`config.mk`:
```
export PLATFORM = sky130hd
export DESIGN_NAME = charger_interrupt_mask_bank
export DESIGN_NICKNAME = d
export VERILOG_FILES = /design/src/verilog/irq_mask_pkg.sv /design/src/verilog/irq_mask_reg.sv /design/src/verilog/charger_interrupt_mask_bank.sv
export SDC_FILE = /design/constraint.sdc
export NUM_CORES = 1
export LEC_CHECK = 0
export BUFFER_PORTS_ARGS = -buffer_cell sky130_fd_sc_hd__buf_2
export CORE_ASPECT_RATIO = 0.75
export CORE_UTILIZATION = 39
export CTS_CLUSTER_SIZE = 8
export DETAILED_ROUTE_END_ITERATION = 10
export GPL_ROUTABILITY_DRIVEN = 0
export GPL_TIMING_DRIVEN = 0
export HOLD_SLACK_MARGIN = 0.02
export PLACE_DENSITY = 0.78
export REMOVE_ABC_BUFFERS = 1
export SLEW_MARGIN = 10
export SYNTH_ARGS = -nofsm -noshare
export SYNTH_HDL_FRONTEND = slang
export SYNTH_HIERARCHICAL = 1
export SYNTH_SLANG_ARGS = --single-unit
```
`constraint.sdc`:
```
create_clock -name clock -period 1.2 [get_ports clock]
set_input_delay 0.06 -clock clock [delete_from_list [all_inputs] [get_ports clock]]
set_output_delay 0.06 -clock clock [all_outputs]
set_load 0.02 [all_outputs]
```
`src/verilog/irq_mask_pkg.sv`:
```
// constants for the charger interrupt mask bank
package irq_mask_pkg;
  localparam logic [7:0] ADDR_MASK_A  = 8'h08;
  localparam logic [7:0] ADDR_MASK_B  = 8'h09;
  localparam logic [7:0] ADDR_MASK_C  = 8'h0a;
  localparam logic [7:0] RESET_MASK_A = 8'h00;
  localparam logic [7:0] RESET_MASK_B = 8'h71;
  localparam logic [7:0] RESET_MASK_C = 8'h00;
  localparam int         NUM_REGS     = 3;
  localparam int         REG_WIDTH    = 8;
  // first flag index of each register's sources
  localparam int         SRC_BASE_A                = 0;
  localparam int         SRC_BASE_B                = 8;
  localparam int         SRC_BASE_C                = 16;
  // field positions, first register
  localparam int         BIT_INPUT_OVERVOLTAGE     = 7;
  localparam int         BIT_RESERVED_A            = 6;
  localparam int         BIT_BATTERY_OVERCURRENT   = 5;
  localparam int         BIT_BATTERY_UNDERVOLTAGE  = 4;
  localparam int         BIT_THERMISTOR_COLD       = 3;
  localparam int         BIT_THERMISTOR_COOL       = 2;
  localparam int         BIT_THERMISTOR_WARM       = 1;
  localparam int         BIT_THERMISTOR_HOT        = 0;
  // field positions, second register
  localparam int         BIT_CONVERSION_READY      = 7;
  localparam int         BIT_COMPARATOR_ONE        = 6;
  localparam int         BIT_COMPARATOR_TWO        = 5;
  localparam int         BIT_COMPARATOR_THREE      = 4;
  localparam int         BIT_RESERVED_B_HI         = 3;
  localparam int         BIT_RESERVED_B_LO         = 1;
  localparam int         BIT_THERMISTOR_OPEN       = 0;
  // field positions, third register
  localparam int         BIT_RESERVED_C_HI         = 7;
  localparam int         BIT_WATCHDOG_FAULT        = 6;
  localparam int         BIT_SAFETY_TIMER_FAULT    = 5;
  localparam int         BIT_REGULATOR_OVERCURRENT = 4;
  localparam int         BIT_RESERVED_C_LO         = 3;
  localparam int         BIT_BUTTON_WAKE_ONE       = 2;
  localparam int         BIT_BUTTON_WAKE_TWO       = 1;
  localparam int         BIT_BUTTON_RESET_WARNING  = 0;
endpackage : irq_mask_pkg

```
`src/verilog/irq_mask_reg.sv`:
```
// one 8-bit read/write mask register
`timescale 1ns/1ps
module irq_mask_reg #(
  parameter logic [7:0] RESET_VALUE = 8'h00
) (
  input  wire logic       clock,
  input  wire logic       reset,
  input  wire logic       write_en,
  input  wire logic [7:0] write_data,
  output logic      [7:0] value
);
  logic [7:0] value_ff;
  logic [7:0] nxt_value;

  always_comb begin
    nxt_value = write_en ? write_data : value_ff;
  end

  always_ff @(posedge clock) begin
    if (reset) begin
      value_ff <= RESET_VALUE;
    end else begin
      value_ff <= nxt_value;
    end
  end

  assign value = value_ff;
endmodule : irq_mask_reg

```
`src/verilog/charger_interrupt_mask_bank.sv`:
```
// mask bank: three mask registers, flag capture and masked interrupt requests
`timescale 1ns/1ps
module charger_interrupt_mask_bank (
  input  wire logic        clock,
  input  wire logic        reset,
  input  wire logic [7:0]  reg_addr,
  input  wire logic        reg_write,
  input  wire logic [7:0]  reg_wdata,
  output logic      [7:0]  reg_rdata,
  input  wire logic [23:0] event_in,
  input  wire logic [23:0] flag_clear,
  output logic      [23:0] event_flags,
  output logic      [23:0] irq_request,
  output logic             irq_any
);
  ////////////////////////////////////////////////////////////////////////////////
  // mask registers
  logic [7:0] mask_a;
  logic [7:0] mask_b;
  logic [7:0] mask_c;
  logic [2:0] wr_sel;

  function automatic logic [2:0] decode(input logic [7:0] addr);
    decode = 3'h0;
    if (addr == irq_mask_pkg::ADDR_MASK_A) decode = 3'h1;
    if (addr == irq_mask_pkg::ADDR_MASK_B) decode = 3'h2;
    if (addr == irq_mask_pkg::ADDR_MASK_C) decode = 3'h4;
  endfunction : decode

  assign wr_sel = reg_write ? decode(reg_addr) : 3'h0;

  // all bits including reserved ones are plain read/write
  irq_mask_reg #(.RESET_VALUE(irq_mask_pkg::RESET_MASK_A)) u_mask_a (
    .clock      (clock),
    .reset      (reset),
    .write_en   (wr_sel[0]),
    .write_data (reg_wdata),
    .value      (mask_a)
  );
  irq_mask_reg #(.RESET_VALUE(irq_mask_pkg::RESET_MASK_B)) u_mask_b (
    .clock      (clock),
    .reset      (reset),
    .write_en   (wr_sel[1]),
    .write_data (reg_wdata),
    .value      (mask_b)
  );
  irq_mask_reg #(.RESET_VALUE(irq_mask_pkg::RESET_MASK_C)) u_mask_c (
    .clock      (clock),
    .reset      (reset),
    .write_en   (wr_sel[2]),
    .write_data (reg_wdata),
    .value      (mask_c)
  );

  ////////////////////////////////////////////////////////////////////////////////
  // named fields, watched by the gate checks and the reserved-bit read/write checks
  logic       input_overvoltage_mask;
  logic       reserved_a_bit;
  logic       battery_overcurrent_mask;
  logic       battery_undervoltage_mask;
  logic       thermistor_cold_mask;
  logic       thermistor_cool_mask;
  logic       thermistor_warm_mask;
  logic       thermistor_hot_mask;
  logic       conversion_ready_mask;
  logic       comparator_one_alarm_mask;
  logic       comparator_two_alarm_mask;
  logic       comparator_three_alarm_mask;
  logic [2:0] reserved_b_field;
  logic       thermistor_open_mask;
  logic       reserved_c_hi_bit;
  logic       watchdog_fault_mask;
  logic       safety_timer_fault_mask;
  logic       regulator_overcurrent_mask;
  logic       reserved_c_lo_bit;
  logic       button_wake_one_mask;
  logic       button_wake_two_mask;
  logic       button_reset_warning_mask;

  assign input_overvoltage_mask      = mask_a[irq_mask_pkg::BIT_INPUT_OVERVOLTAGE];
  assign reserved_a_bit              = mask_a[irq_mask_pkg::BIT_RESERVED_A];
  assign battery_overcurrent_mask    = mask_a[irq_mask_pkg::BIT_BATTERY_OVERCURRENT];
  assign battery_undervoltage_mask   = mask_a[irq_mask_pkg::BIT_BATTERY_UNDERVOLTAGE];
  assign thermistor_cold_mask        = mask_a[irq_mask_pkg::BIT_THERMISTOR_COLD];
  assign thermistor_cool_mask        = mask_a[irq_mask_pkg::BIT_THERMISTOR_COOL];
  assign thermistor_warm_mask        = mask_a[irq_mask_pkg::BIT_THERMISTOR_WARM];
  assign thermistor_hot_mask         = mask_a[irq_mask_pkg::BIT_THERMISTOR_HOT];
  assign conversion_ready_mask       = mask_b[irq_mask_pkg::BIT_CONVERSION_READY];
  assign comparator_one_alarm_mask   = mask_b[irq_mask_pkg::BIT_COMPARATOR_ONE];
  assign comparator_two_alarm_mask   = mask_b[irq_mask_pkg::BIT_COMPARATOR_TWO];
  assign comparator_three_alarm_mask = mask_b[irq_mask_pkg::BIT_COMPARATOR_THREE];
  assign reserved_b_field            = mask_b[irq_mask_pkg::BIT_RESERVED_B_HI:
                                              irq_mask_pkg::BIT_RESERVED_B_LO];
  assign thermistor_open_mask        = mask_b[irq_mask_pkg::BIT_THERMISTOR_OPEN];
  assign reserved_c_hi_bit           = mask_c[irq_mask_pkg::BIT_RESERVED_C_HI];
  assign watchdog_fault_mask         = mask_c[irq_mask_pkg::BIT_WATCHDOG_FAULT];
  assign safety_timer_fault_mask     = mask_c[irq_mask_pkg::BIT_SAFETY_TIMER_FAULT];
  assign regulator_overcurrent_mask  = mask_c[irq_mask_pkg::BIT_REGULATOR_OVERCURRENT];
  assign reserved_c_lo_bit           = mask_c[irq_mask_pkg::BIT_RESERVED_C_LO];
  assign button_wake_one_mask        = mask_c[irq_mask_pkg::BIT_BUTTON_WAKE_ONE];
  assign button_wake_two_mask        = mask_c[irq_mask_pkg::BIT_BUTTON_WAKE_TWO];
  assign button_reset_warning_mask   = mask_c[irq_mask_pkg::BIT_BUTTON_RESET_WARNING];

  ////////////////////////////////////////////////////////////////////////////////
  // read mux, unmapped reads zero
  always_comb begin
    unique case (decode(reg_addr))
      3'h1:    reg_rdata = mask_a;
      3'h2:    reg_rdata = mask_b;
      3'h4:    reg_rdata = mask_c;
      default: reg_rdata = 8'h00;
    endcase
  end

  ////////////////////////////////////////////////////////////////////////////////
  // flags: set regardless of mask, set wins over clear
  logic [23:0] flags_ff;
  logic [23:0] nxt_flags;
  logic [23:0] mask_all;

  assign mask_all = {mask_c, mask_b, mask_a};

  always_comb begin
    nxt_flags = (flags_ff & ~flag_clear) | event_in;
  end

  always_ff @(posedge clock) begin
    if (reset) begin
      flags_ff <= 24'h00_0000;
    end else begin
      flags_ff <= nxt_flags;
    end
  end

  assign event_flags = flags_ff;
  assign irq_request = flags_ff & ~mask_all;
  assign irq_any     = |irq_request;

  ////////////////////////////////////////////////////////////////////////////////
  // checks
  a_reset_values: assert property (@(posedge clock)
    reset |=> (mask_a == irq_mask_pkg::RESET_MASK_A && mask_b == irq_mask_pkg::RESET_MASK_B
      && mask_c == irq_mask_pkg::RESET_MASK_C))
    else $error("mask reset values wrong");
  a_reset_b_value: assert property (@(posedge clock)
    reset |=> (reg_addr != irq_mask_pkg::ADDR_MASK_B || reg_rdata == irq_mask_pkg::RESET_MASK_B))
    else $error("second mask read after reset wrong");
  a_write_a_takes: assert property (@(posedge clock) disable iff (reset)
    (reg_write && reg_addr == irq_mask_pkg::ADDR_MASK_A) |=> mask_a == $past(reg_wdata))
    else $error("first mask write lost");
  a_write_b_takes: assert property (@(posedge clock) disable iff (reset)
    (reg_write && reg_addr == irq_mask_pkg::ADDR_MASK_B) |=> mask_b == $past(reg_wdata))
    else $error("second mask write lost");
  a_write_c_takes: assert property (@(posedge clock) disable iff (reset)
    (reg_write && reg_addr == irq_mask_pkg::ADDR_MASK_C) |=> mask_c == $past(reg_wdata))
    else $error("third mask write lost");
  a_mask_blocks: assert property (@(posedge clock) disable iff (reset)
    (mask_a[7] |-> !irq_request[7]) and (!mask_a[7] && flags_ff[7] |-> irq_request[7]))
    else $error("mask polarity wrong");
  a_flag_recorded: assert property (@(posedge clock) disable iff (reset)
    event_in[16] |=> event_flags[16])
    else $error("event lost while masked");
  a_hold_no_write: assert property (@(posedge clock) disable iff (reset)
    !reg_write |=> $stable(mask_b))
    else $error("mask changed without write");
  a_overvoltage_gate: assert property (@(posedge clock) disable iff (reset)
    input_overvoltage_mask |-> !irq_request[irq_mask_pkg::BIT_INPUT_OVERVOLTAGE])
    else $error("input overvoltage request not masked");
  a_bat_current_gate: assert property (@(posedge clock) disable iff (reset)
    battery_overcurrent_mask |-> !irq_request[irq_mask_pkg::BIT_BATTERY_OVERCURRENT])
    else $error("battery overcurrent request not masked");
  a_bat_voltage_gate: assert property (@(posedge clock) disable iff (reset)
    battery_undervoltage_mask |-> !irq_request[irq_mask_pkg::BIT_BATTERY_UNDERVOLTAGE])
    else $error("battery undervoltage request not masked");
  a_thermal_gate: assert property (@(posedge clock) disable iff (reset)
    !(thermistor_cold_mask && irq_request[irq_mask_pkg::BIT_THERMISTOR_COLD])
      && !(thermistor_cool_mask && irq_request[irq_mask_pkg::BIT_THERMISTOR_COOL])
      && !(thermistor_warm_mask && irq_request[irq_mask_pkg::BIT_THERMISTOR_WARM])
      && !(thermistor_hot_mask && irq_request[irq_mask_pkg::BIT_THERMISTOR_HOT]))
    else $error("thermistor zone request not masked");
  a_reserved_a_rw: assert property (@(posedge clock) disable iff (reset)
    (reg_write && reg_addr == irq_mask_pkg::ADDR_MASK_A)
      |=> reserved_a_bit == $past(reg_wdata[irq_mask_pkg::BIT_RESERVED_A]))
    else $error("first register reserved bit not writable");
  a_adc_gate: assert property (@(posedge clock) disable iff (reset)
    conversion_ready_mask
      |-> !irq_request[irq_mask_pkg::SRC_BASE_B + irq_mask_pkg::BIT_CONVERSION_READY])
    else $error("conversion ready request not masked");
  a_comparator_gate: assert property (@(posedge clock) disable iff (reset)
    !(comparator_one_alarm_mask
        && irq_request[irq_mask_pkg::SRC_BASE_B + irq_mask_pkg::BIT_COMPARATOR_ONE])
      && !(comparator_two_alarm_mask
        && irq_request[irq_mask_pkg::SRC_BASE_B + irq_mask_pkg::BIT_COMPARATOR_TWO])
      && !(comparator_three_alarm_mask
        && irq_request[irq_mask_pkg::SRC_BASE_B + irq_mask_pkg::BIT_COMPARATOR_THREE]))
    else $error("comparator alarm request not masked");
  a_open_gate: assert property (@(posedge clock) disable iff (reset)
    thermistor_open_mask
      |-> !irq_request[irq_mask_pkg::SRC_BASE_B + irq_mask_pkg::BIT_THERMISTOR_OPEN])
    else $error("thermistor open request not masked");
  a_reserved_b_rw: assert property (@(posedge clock) disable iff (reset)
    (reg_write && reg_addr == irq_mask_pkg::ADDR_MASK_B)
      |=> reserved_b_field == $past(reg_wdata[irq_mask_pkg::BIT_RESERVED_B_HI:
                                              irq_mask_pkg::BIT_RESERVED_B_LO]))
    else $error("second register reserved field not writable");
  a_reserved_c_rw: assert property (@(posedge clock) disable iff (reset)
    (reg_write && reg_addr == irq_mask_pkg::ADDR_MASK_C)
      |=> (reserved_c_hi_bit == $past(reg_wdata[irq_mask_pkg::BIT_RESERVED_C_HI])
        && reserved_c_lo_bit == $past(reg_wdata[irq_mask_pkg::BIT_RESERVED_C_LO])))
    else $error("third register reserved bits not writable");
  a_fault_c_gate: assert property (@(posedge clock) disable iff (reset)
    !(watchdog_fault_mask
        && irq_request[irq_mask_pkg::SRC_BASE_C + irq_mask_pkg::BIT_WATCHDOG_FAULT])
      && !(safety_timer_fault_mask
        && irq_request[irq_mask_pkg::SRC_BASE_C + irq_mask_pkg::BIT_SAFETY_TIMER_FAULT])
      && !(regulator_overcurrent_mask
        && irq_request[irq_mask_pkg::SRC_BASE_C + irq_mask_pkg::BIT_REGULATOR_OVERCURRENT]))
    else $error("third register fault request not masked");
  a_button_gate: assert property (@(posedge clock) disable iff (reset)
    !(button_wake_one_mask
        && irq_request[irq_mask_pkg::SRC_BASE_C + irq_mask_pkg::BIT_BUTTON_WAKE_ONE])
      && !(button_wake_two_mask
        && irq_request[irq_mask_pkg::SRC_BASE_C + irq_mask_pkg::BIT_BUTTON_WAKE_TWO])
      && !(button_reset_warning_mask
        && irq_request[irq_mask_pkg::SRC_BASE_C + irq_mask_pkg::BIT_BUTTON_RESET_WARNING]))
    else $error("button request not masked");
  a_flags_reset: assert property (@(posedge clock)
    reset |=> event_flags == 24'h00_0000)
    else $error("flags not cleared by reset");
  a_any_request: assert property (@(posedge clock) disable iff (reset)
    irq_any == (irq_request != 24'h00_0000))
    else $error("summary request wrong");

  // per source: set beats clear, clear works, unmasked flag passes
  for (genvar g = 0; g < $bits(event_in); g++) begin : g_source_checks
    a_flag_set: assert property (@(posedge clock) disable iff (reset)
      event_in[g] |=> event_flags[g])
      else $error("event flag not recorded");
    a_flag_clear: assert property (@(posedge clock) disable iff (reset)
      (flag_clear[g] && !event_in[g]) |=> !event_flags[g])
      else $error("event flag not cleared");
    a_unmasked_pass: assert property (@(posedge clock) disable iff (reset)
      (event_flags[g] && !mask_all[g]) |-> irq_request[g])
      else $error("unmasked request missing");
  end
endmodule : charger_interrupt_mask_bank

```
# Word level (Yosys, flattened, before mapping)
# Cells that the tools add are included.
[totals]
input_bits = 67
output_inout_bits = 57
register_bits = 48
[classes]
n_bitwise = 5
reduce_logical = 1
mux = 5
eq_ne = 6
[op_table]
columns = ["op", "n"]
rows = [
  ["AND 24 bit", 2],
  ["NOT 24 bit", 2],
  ["equality test 8 x 4 -> 1 bit, second input constant", 3],
  ["OR 24 bit", 1],
  ["case mux 8 bit (3 select lines)", 1],
  ["OR reduction 24 bit", 1],
  ["2-to-1 mux 3 bit", 3],
  ["equality test 3 x 1 -> 1 bit, second input constant", 1],
  ["equality test 3 x 2 -> 1 bit, second input constant", 1],
  ["equality test 3 bit, second input constant", 1],
  ["2-to-1 mux 1 bit", 1],
]

# Depth between registers and ports, before layout
[logic_depth]
depth_word = 6
depth_mapped = 6
mapped_depth_nobuf = 5

# Cells and area by module
# Netlist, hierarchy kept.
[modules_own_cells]
columns = ["mod", "instances", "cells_each", "seq_area_each_um2", "area_each_um2"]
rows = [
  ["charger_interrupt_mask_bank", 1, 173, 480.5, 1305.0],
  ["irq_mask_reg (u_mask_a ...)", 2, 26, 160.2, 285.3],
  ["irq_mask_reg (u_mask_b)", 1, 26, 160.2, 296.5],
]

# Least setup slack after synthesis
# Ideal clock, no wire load.
[synth_timing]
kind = "reg-to-output"
start = "reg flags_ff[11], in the netlist event_flags[11]"
end = "out irq_any"
stages_incl_launch_ff = 5
path_buffers = 0
arrival_time_ns = 1.269
setup_slack_ns = -0.129
cell_sequence = "dfxtp_1 > nor2b_1 > nor4_2 > nand4_1 > nand3b_1"
[synth_via]
elab_chain_cells = 2
[synth_lines]
columns = ["item", "line", "source"]
rows = [
  ["from (decl)", "charger_interrupt_mask_bank.sv:117", "logic [23:0] flags_ff;"],
  ["from (signal assigned)", "charger_interrupt_mask_bank.sv:131", "flags_ff <= nxt_flags;"],
  ["AND 24 bit", "charger_interrupt_mask_bank.sv:136", "assign irq_request = flags_ff & ~mask_all;"],
  ["via irq_request[11]", "charger_interrupt_mask_bank.sv:13", "output logic [23:0] irq_request,"],
  ["OR reduction 24 bit", "charger_interrupt_mask_bank.sv:137", "assign irq_any = |irq_request;"],
  ["to (decl)", "charger_interrupt_mask_bank.sv:14", "output logic irq_any"],
]
# The timed path passes the listed nets, and every way through them passes these cells.

# Final worst setup path
[layout_timing]
start = "reg flags_ff[2], in the netlist event_flags[2]"
end = "out irq_any"
[layout_via]
elab_chain_cells = 2
[layout_lines]
columns = ["item", "line"]
rows = [
  ["AND 24 bit", "charger_interrupt_mask_bank.sv:136"],
  ["OR reduction 24 bit", "charger_interrupt_mask_bank.sv:137"],
]
# No other way between the ends.

==> summary.txt <==
Setup path
  – Setup CP Type: flop to primary output
  – Crit path launch type: flop
  – Crit end category: primary output
  – Worst Path Required: 1.14 ns
  – Maximum fanout along the worst path: 2
  – Critical path arrival: 1.55 ns

Pwr
  – VDD IR-drop max: 633.0 µV
  – Total power: 3.964 mW
  – Power Dens Cells: 1101 mW/mm²
  – LEAKAGE: 1.751 nW

Place
  – Port bufs: 123
  – Detailed Place HPWL: 4304 µm
  – Worst slack, placed: -0.8356 ns

Drt
  – First-pass DRT Iterations: 4
  – ANT nets after route: 0
  – Via count: 2,282
  – Routed wire per std cell: 13.50 µm
  – DRT iter0 DRCs: 111
  – Vias/cell: 4.667
  – Total Wirelength: 6600 µm
  – Drt drc: 0

CTS
  – H-tree Lvls: 2
  – CTS tree: yes
  – CTS Sinks: 48
  – CTS clk-pin slew, worst paths: 0.10 ns
  – Clock Latency Late Sink: 0.31 ns
  – Root buffer cell: clkbuf_8
  – CTS buffer count: 5
  – Clock tree buffer depth: 2

Global route
  – GRT Max-Usage Layer: met2
  – Largest net degree at the start of global routing: 49
  – Vias in the first global route: 2,160
  – Overall routing resource usage: 0.2227
  – GR Layer Usage met1: 0.2632
  – GRT met3 Usage: 0.05452
  – First-pass GRT wire length: 9860 µm
  – GRT overflow: 0
  – Initial antenna violation count: 0
  – Met2 GRT Util: 0.3952

Min path
  – Type of the most critical hold path: input pin to flop

Final layout
  – Antenna cell count: 0
  – Fin util: 0.6725
  – FILL cells: 441
  – Final nets: 480
  – Layout area overhead: 65.73%
  – Share of cells above drive strength 1: 0.4493

Logic synthesis
  – XOR/XNOR share of the synthesized area: 0
  – Mapped Cells: 251
  – Post-synthesis register bit count: 48
  – Syn avg cell area: 8.654 µm²
  – Number of synthesized flops with an enable pin: 0
  – Library cells used by synthesis: 23
  – Post-Synth Adder-Cell Area: 0
  – Sequential fraction of the synthesis area: 0.4424
  – Synth Flop Type: dfxtp_1
  – Post-Syn Area: 0.002172 mm²
  – Synth Warn #: 6
  – Proportion of synthesized area in mux cells: 0.1290
  – Synth Area in Simple Gates: 0.2661
  – Main combinational cell family by area after synthesis: simple AND/OR/NAND/NOR gates
  – Complex-gate fraction of the synthesized area: 0.08986
  – Post-synth ARST share: 0

Die
  – Initial Util: 0.4058
  – Die Ht: 66.63 µm
  – Core area: 0.005353 mm²
  – I/O pin cnt: 124
  – Rows: 23
  – Chip width: 88.18 µm
  – Die area: 0.005875 mm²

STA
  – Fmax: 0.6205 GHz
  – Tcrit/Tclk final: 1.343
  – Final max-slew violation count: 0
  – Post-route minimum period: 1.612 ns
  – Worst Tran Pin Value: 0.9065 ns
  – RSZ-0062 raised after global routing: yes
  – Final Hold Viols: 0
  – Final setup fails: 24
  – Setup ws final: -0.4115 ns
  – Clk_skew: 0 ns
  – Slew HR: 0.3957
  – Final hold slack: 0.03045 ns

Outcome
  – Failing checks: negative setup slack
  – Status: complete, but fails checks

Flow run
  – Max-cap violations: 0
==> kinds of logic (layout without fill, tap and decap cells) <==
logic type	count (synthesis)	in the layout
buffers and inverters	35	198
AOI/OAI and AO/OA	36	36
and+or+nand+nor	104	104
DFF	48	48
muxes	28	28
==> cell usage after synthesis, types with 2 or more instances <==
master / n / share of area
buf_6: 3 / 0.016
a211o_1: 4 / 0.016
buf_1: 2 / 0.0035
a21oi_1: 32 / 0.074
nor4_2: 2 / 0.012
dfxtp_1: 48 / 0.44
nor3b_2: 2 / 0.012
mux2i_1: 28 / 0.13
nor2b_2: 2 / 0.0081
nor2b_4: 4 / 0.025
nor2_1: 61 / 0.11
clkbuf_1: 5 / 0.0086
nor4_1: 4 / 0.012
inv_1: 24 / 0.041
nor2b_1: 22 / 0.063
==> final timing paths <==
check,from,slack [ns],cells past startpoint,end
worst max register to register,u_mask_b/value[6],0.37,2,u_mask_b/value[6]
worst max-delay path,event_flags[2],-0.41,5,irq_any
worst min register to register,event_flags[17],0.51,2,event_flags[17]
worst min-delay path,reg_wdata[7],0.03,3,u_mask_c/value[7]
==> registers in the layout, indices dropped and copies added, names as in the netlist <==
| name | count |
|---|---|
| event_flags | 24 |
| u_mask_a/value | 8 |
| u_mask_b/value | 8 |
| u_mask_c/value | 8 |
==> worst max-delay path: stages (launching register included) <==
cell	delay (ns)
dfxtp_2	0.33
nor2b_4	0.13
nor4_4	0.29
nand4_1	0.15
nand3b_1	0.19
buf_6	0.15
==> layout by cell type, fill, tap and decap left out <==
master	netlist	layout
and2b_1	1	1
nor2b_2	2	3
nor2b_4	4	12
buf_6	3	13
nor3_4	0	1
dfxtp_4	0	1
dlygate4sd3_1	0	29
nand2_1	1	1
mux2i_1	28	28
nor4_1	4	2
bufinv_16	0	3
buf_4	1	9
buf_12	0	1
a21oi_1	32	32
buf_2	0	114
clkbuf_8	0	5
dfxtp_2	0	16
nor4b_4	1	1
inv_1	24	24
nor4_4	0	2
nor2b_1	22	13
a211o_1	4	4
nand4_1	1	1
nand3b_1	1	1
nor2_1	61	61
nand3_4	0	1
nor4_2	2	2
dfxtp_1	48	31
nor3b_4	0	2
==> routing by layer <==
layer / routed length, µm / part of all wire / vias up
li1: - / - / 1139
met1: 2842 / 0.43 / 1049
met2: 3252 / 0.49 / 87
met3: 452 / 0.068 / 7
met4: 53 / 0.0080 / 0
met5: 0 / 0 / -
==> repair_timing <==
item | in CTS | in global routing
pin swaps | 5 | 5
endpoints found under the setup margin | 33 | 38
setup buffers | 11 | 2
endpoints found under the hold margin | 30 | 0
gates resized for setup | 38 | 25
hold buffers | 29 | 0
==> through the flow <==
step	cells	setup TNS (ns)	cell area [µm²]
6_report	489	-1.524	3600
5_1_grt	489	-3.069	3600
4_1_cts	487	-0.9839	3495
3_5_place_dp	439	-16.31	2826
3_3_place_gp	438	-21.57	2814
2_1_floorplan	240	-8.828	2105
==> power breakdown <==
part / leakage [nW] / switching (mW) / internal, mW / total, mW
Clock: 0.0784 / 0.569 / 1.04 / 1.61
Sequential: 0.402 / 0.0366 / 1.64 / 1.68
Combinational: 1.27 / 0.349 / 0.323 / 0.671
Total: 1.75 / 0.954 / 3.01 / 3.96
==> area by class of cell <==
type                            count  area (µm²)  area share
Sequential cell                    48       984.7      0.2735
Clock buffer                        5       68.82     0.01912
Clock inverter                      3       90.09     0.02503
Tap cell                           75       93.84     0.02607
Multi-Input combinational cell    168        1177      0.3271
Inverter                           24       90.09     0.02503
Timing Repair Buffer              166        1095      0.3041
Power figures use the tool's default switching activity.
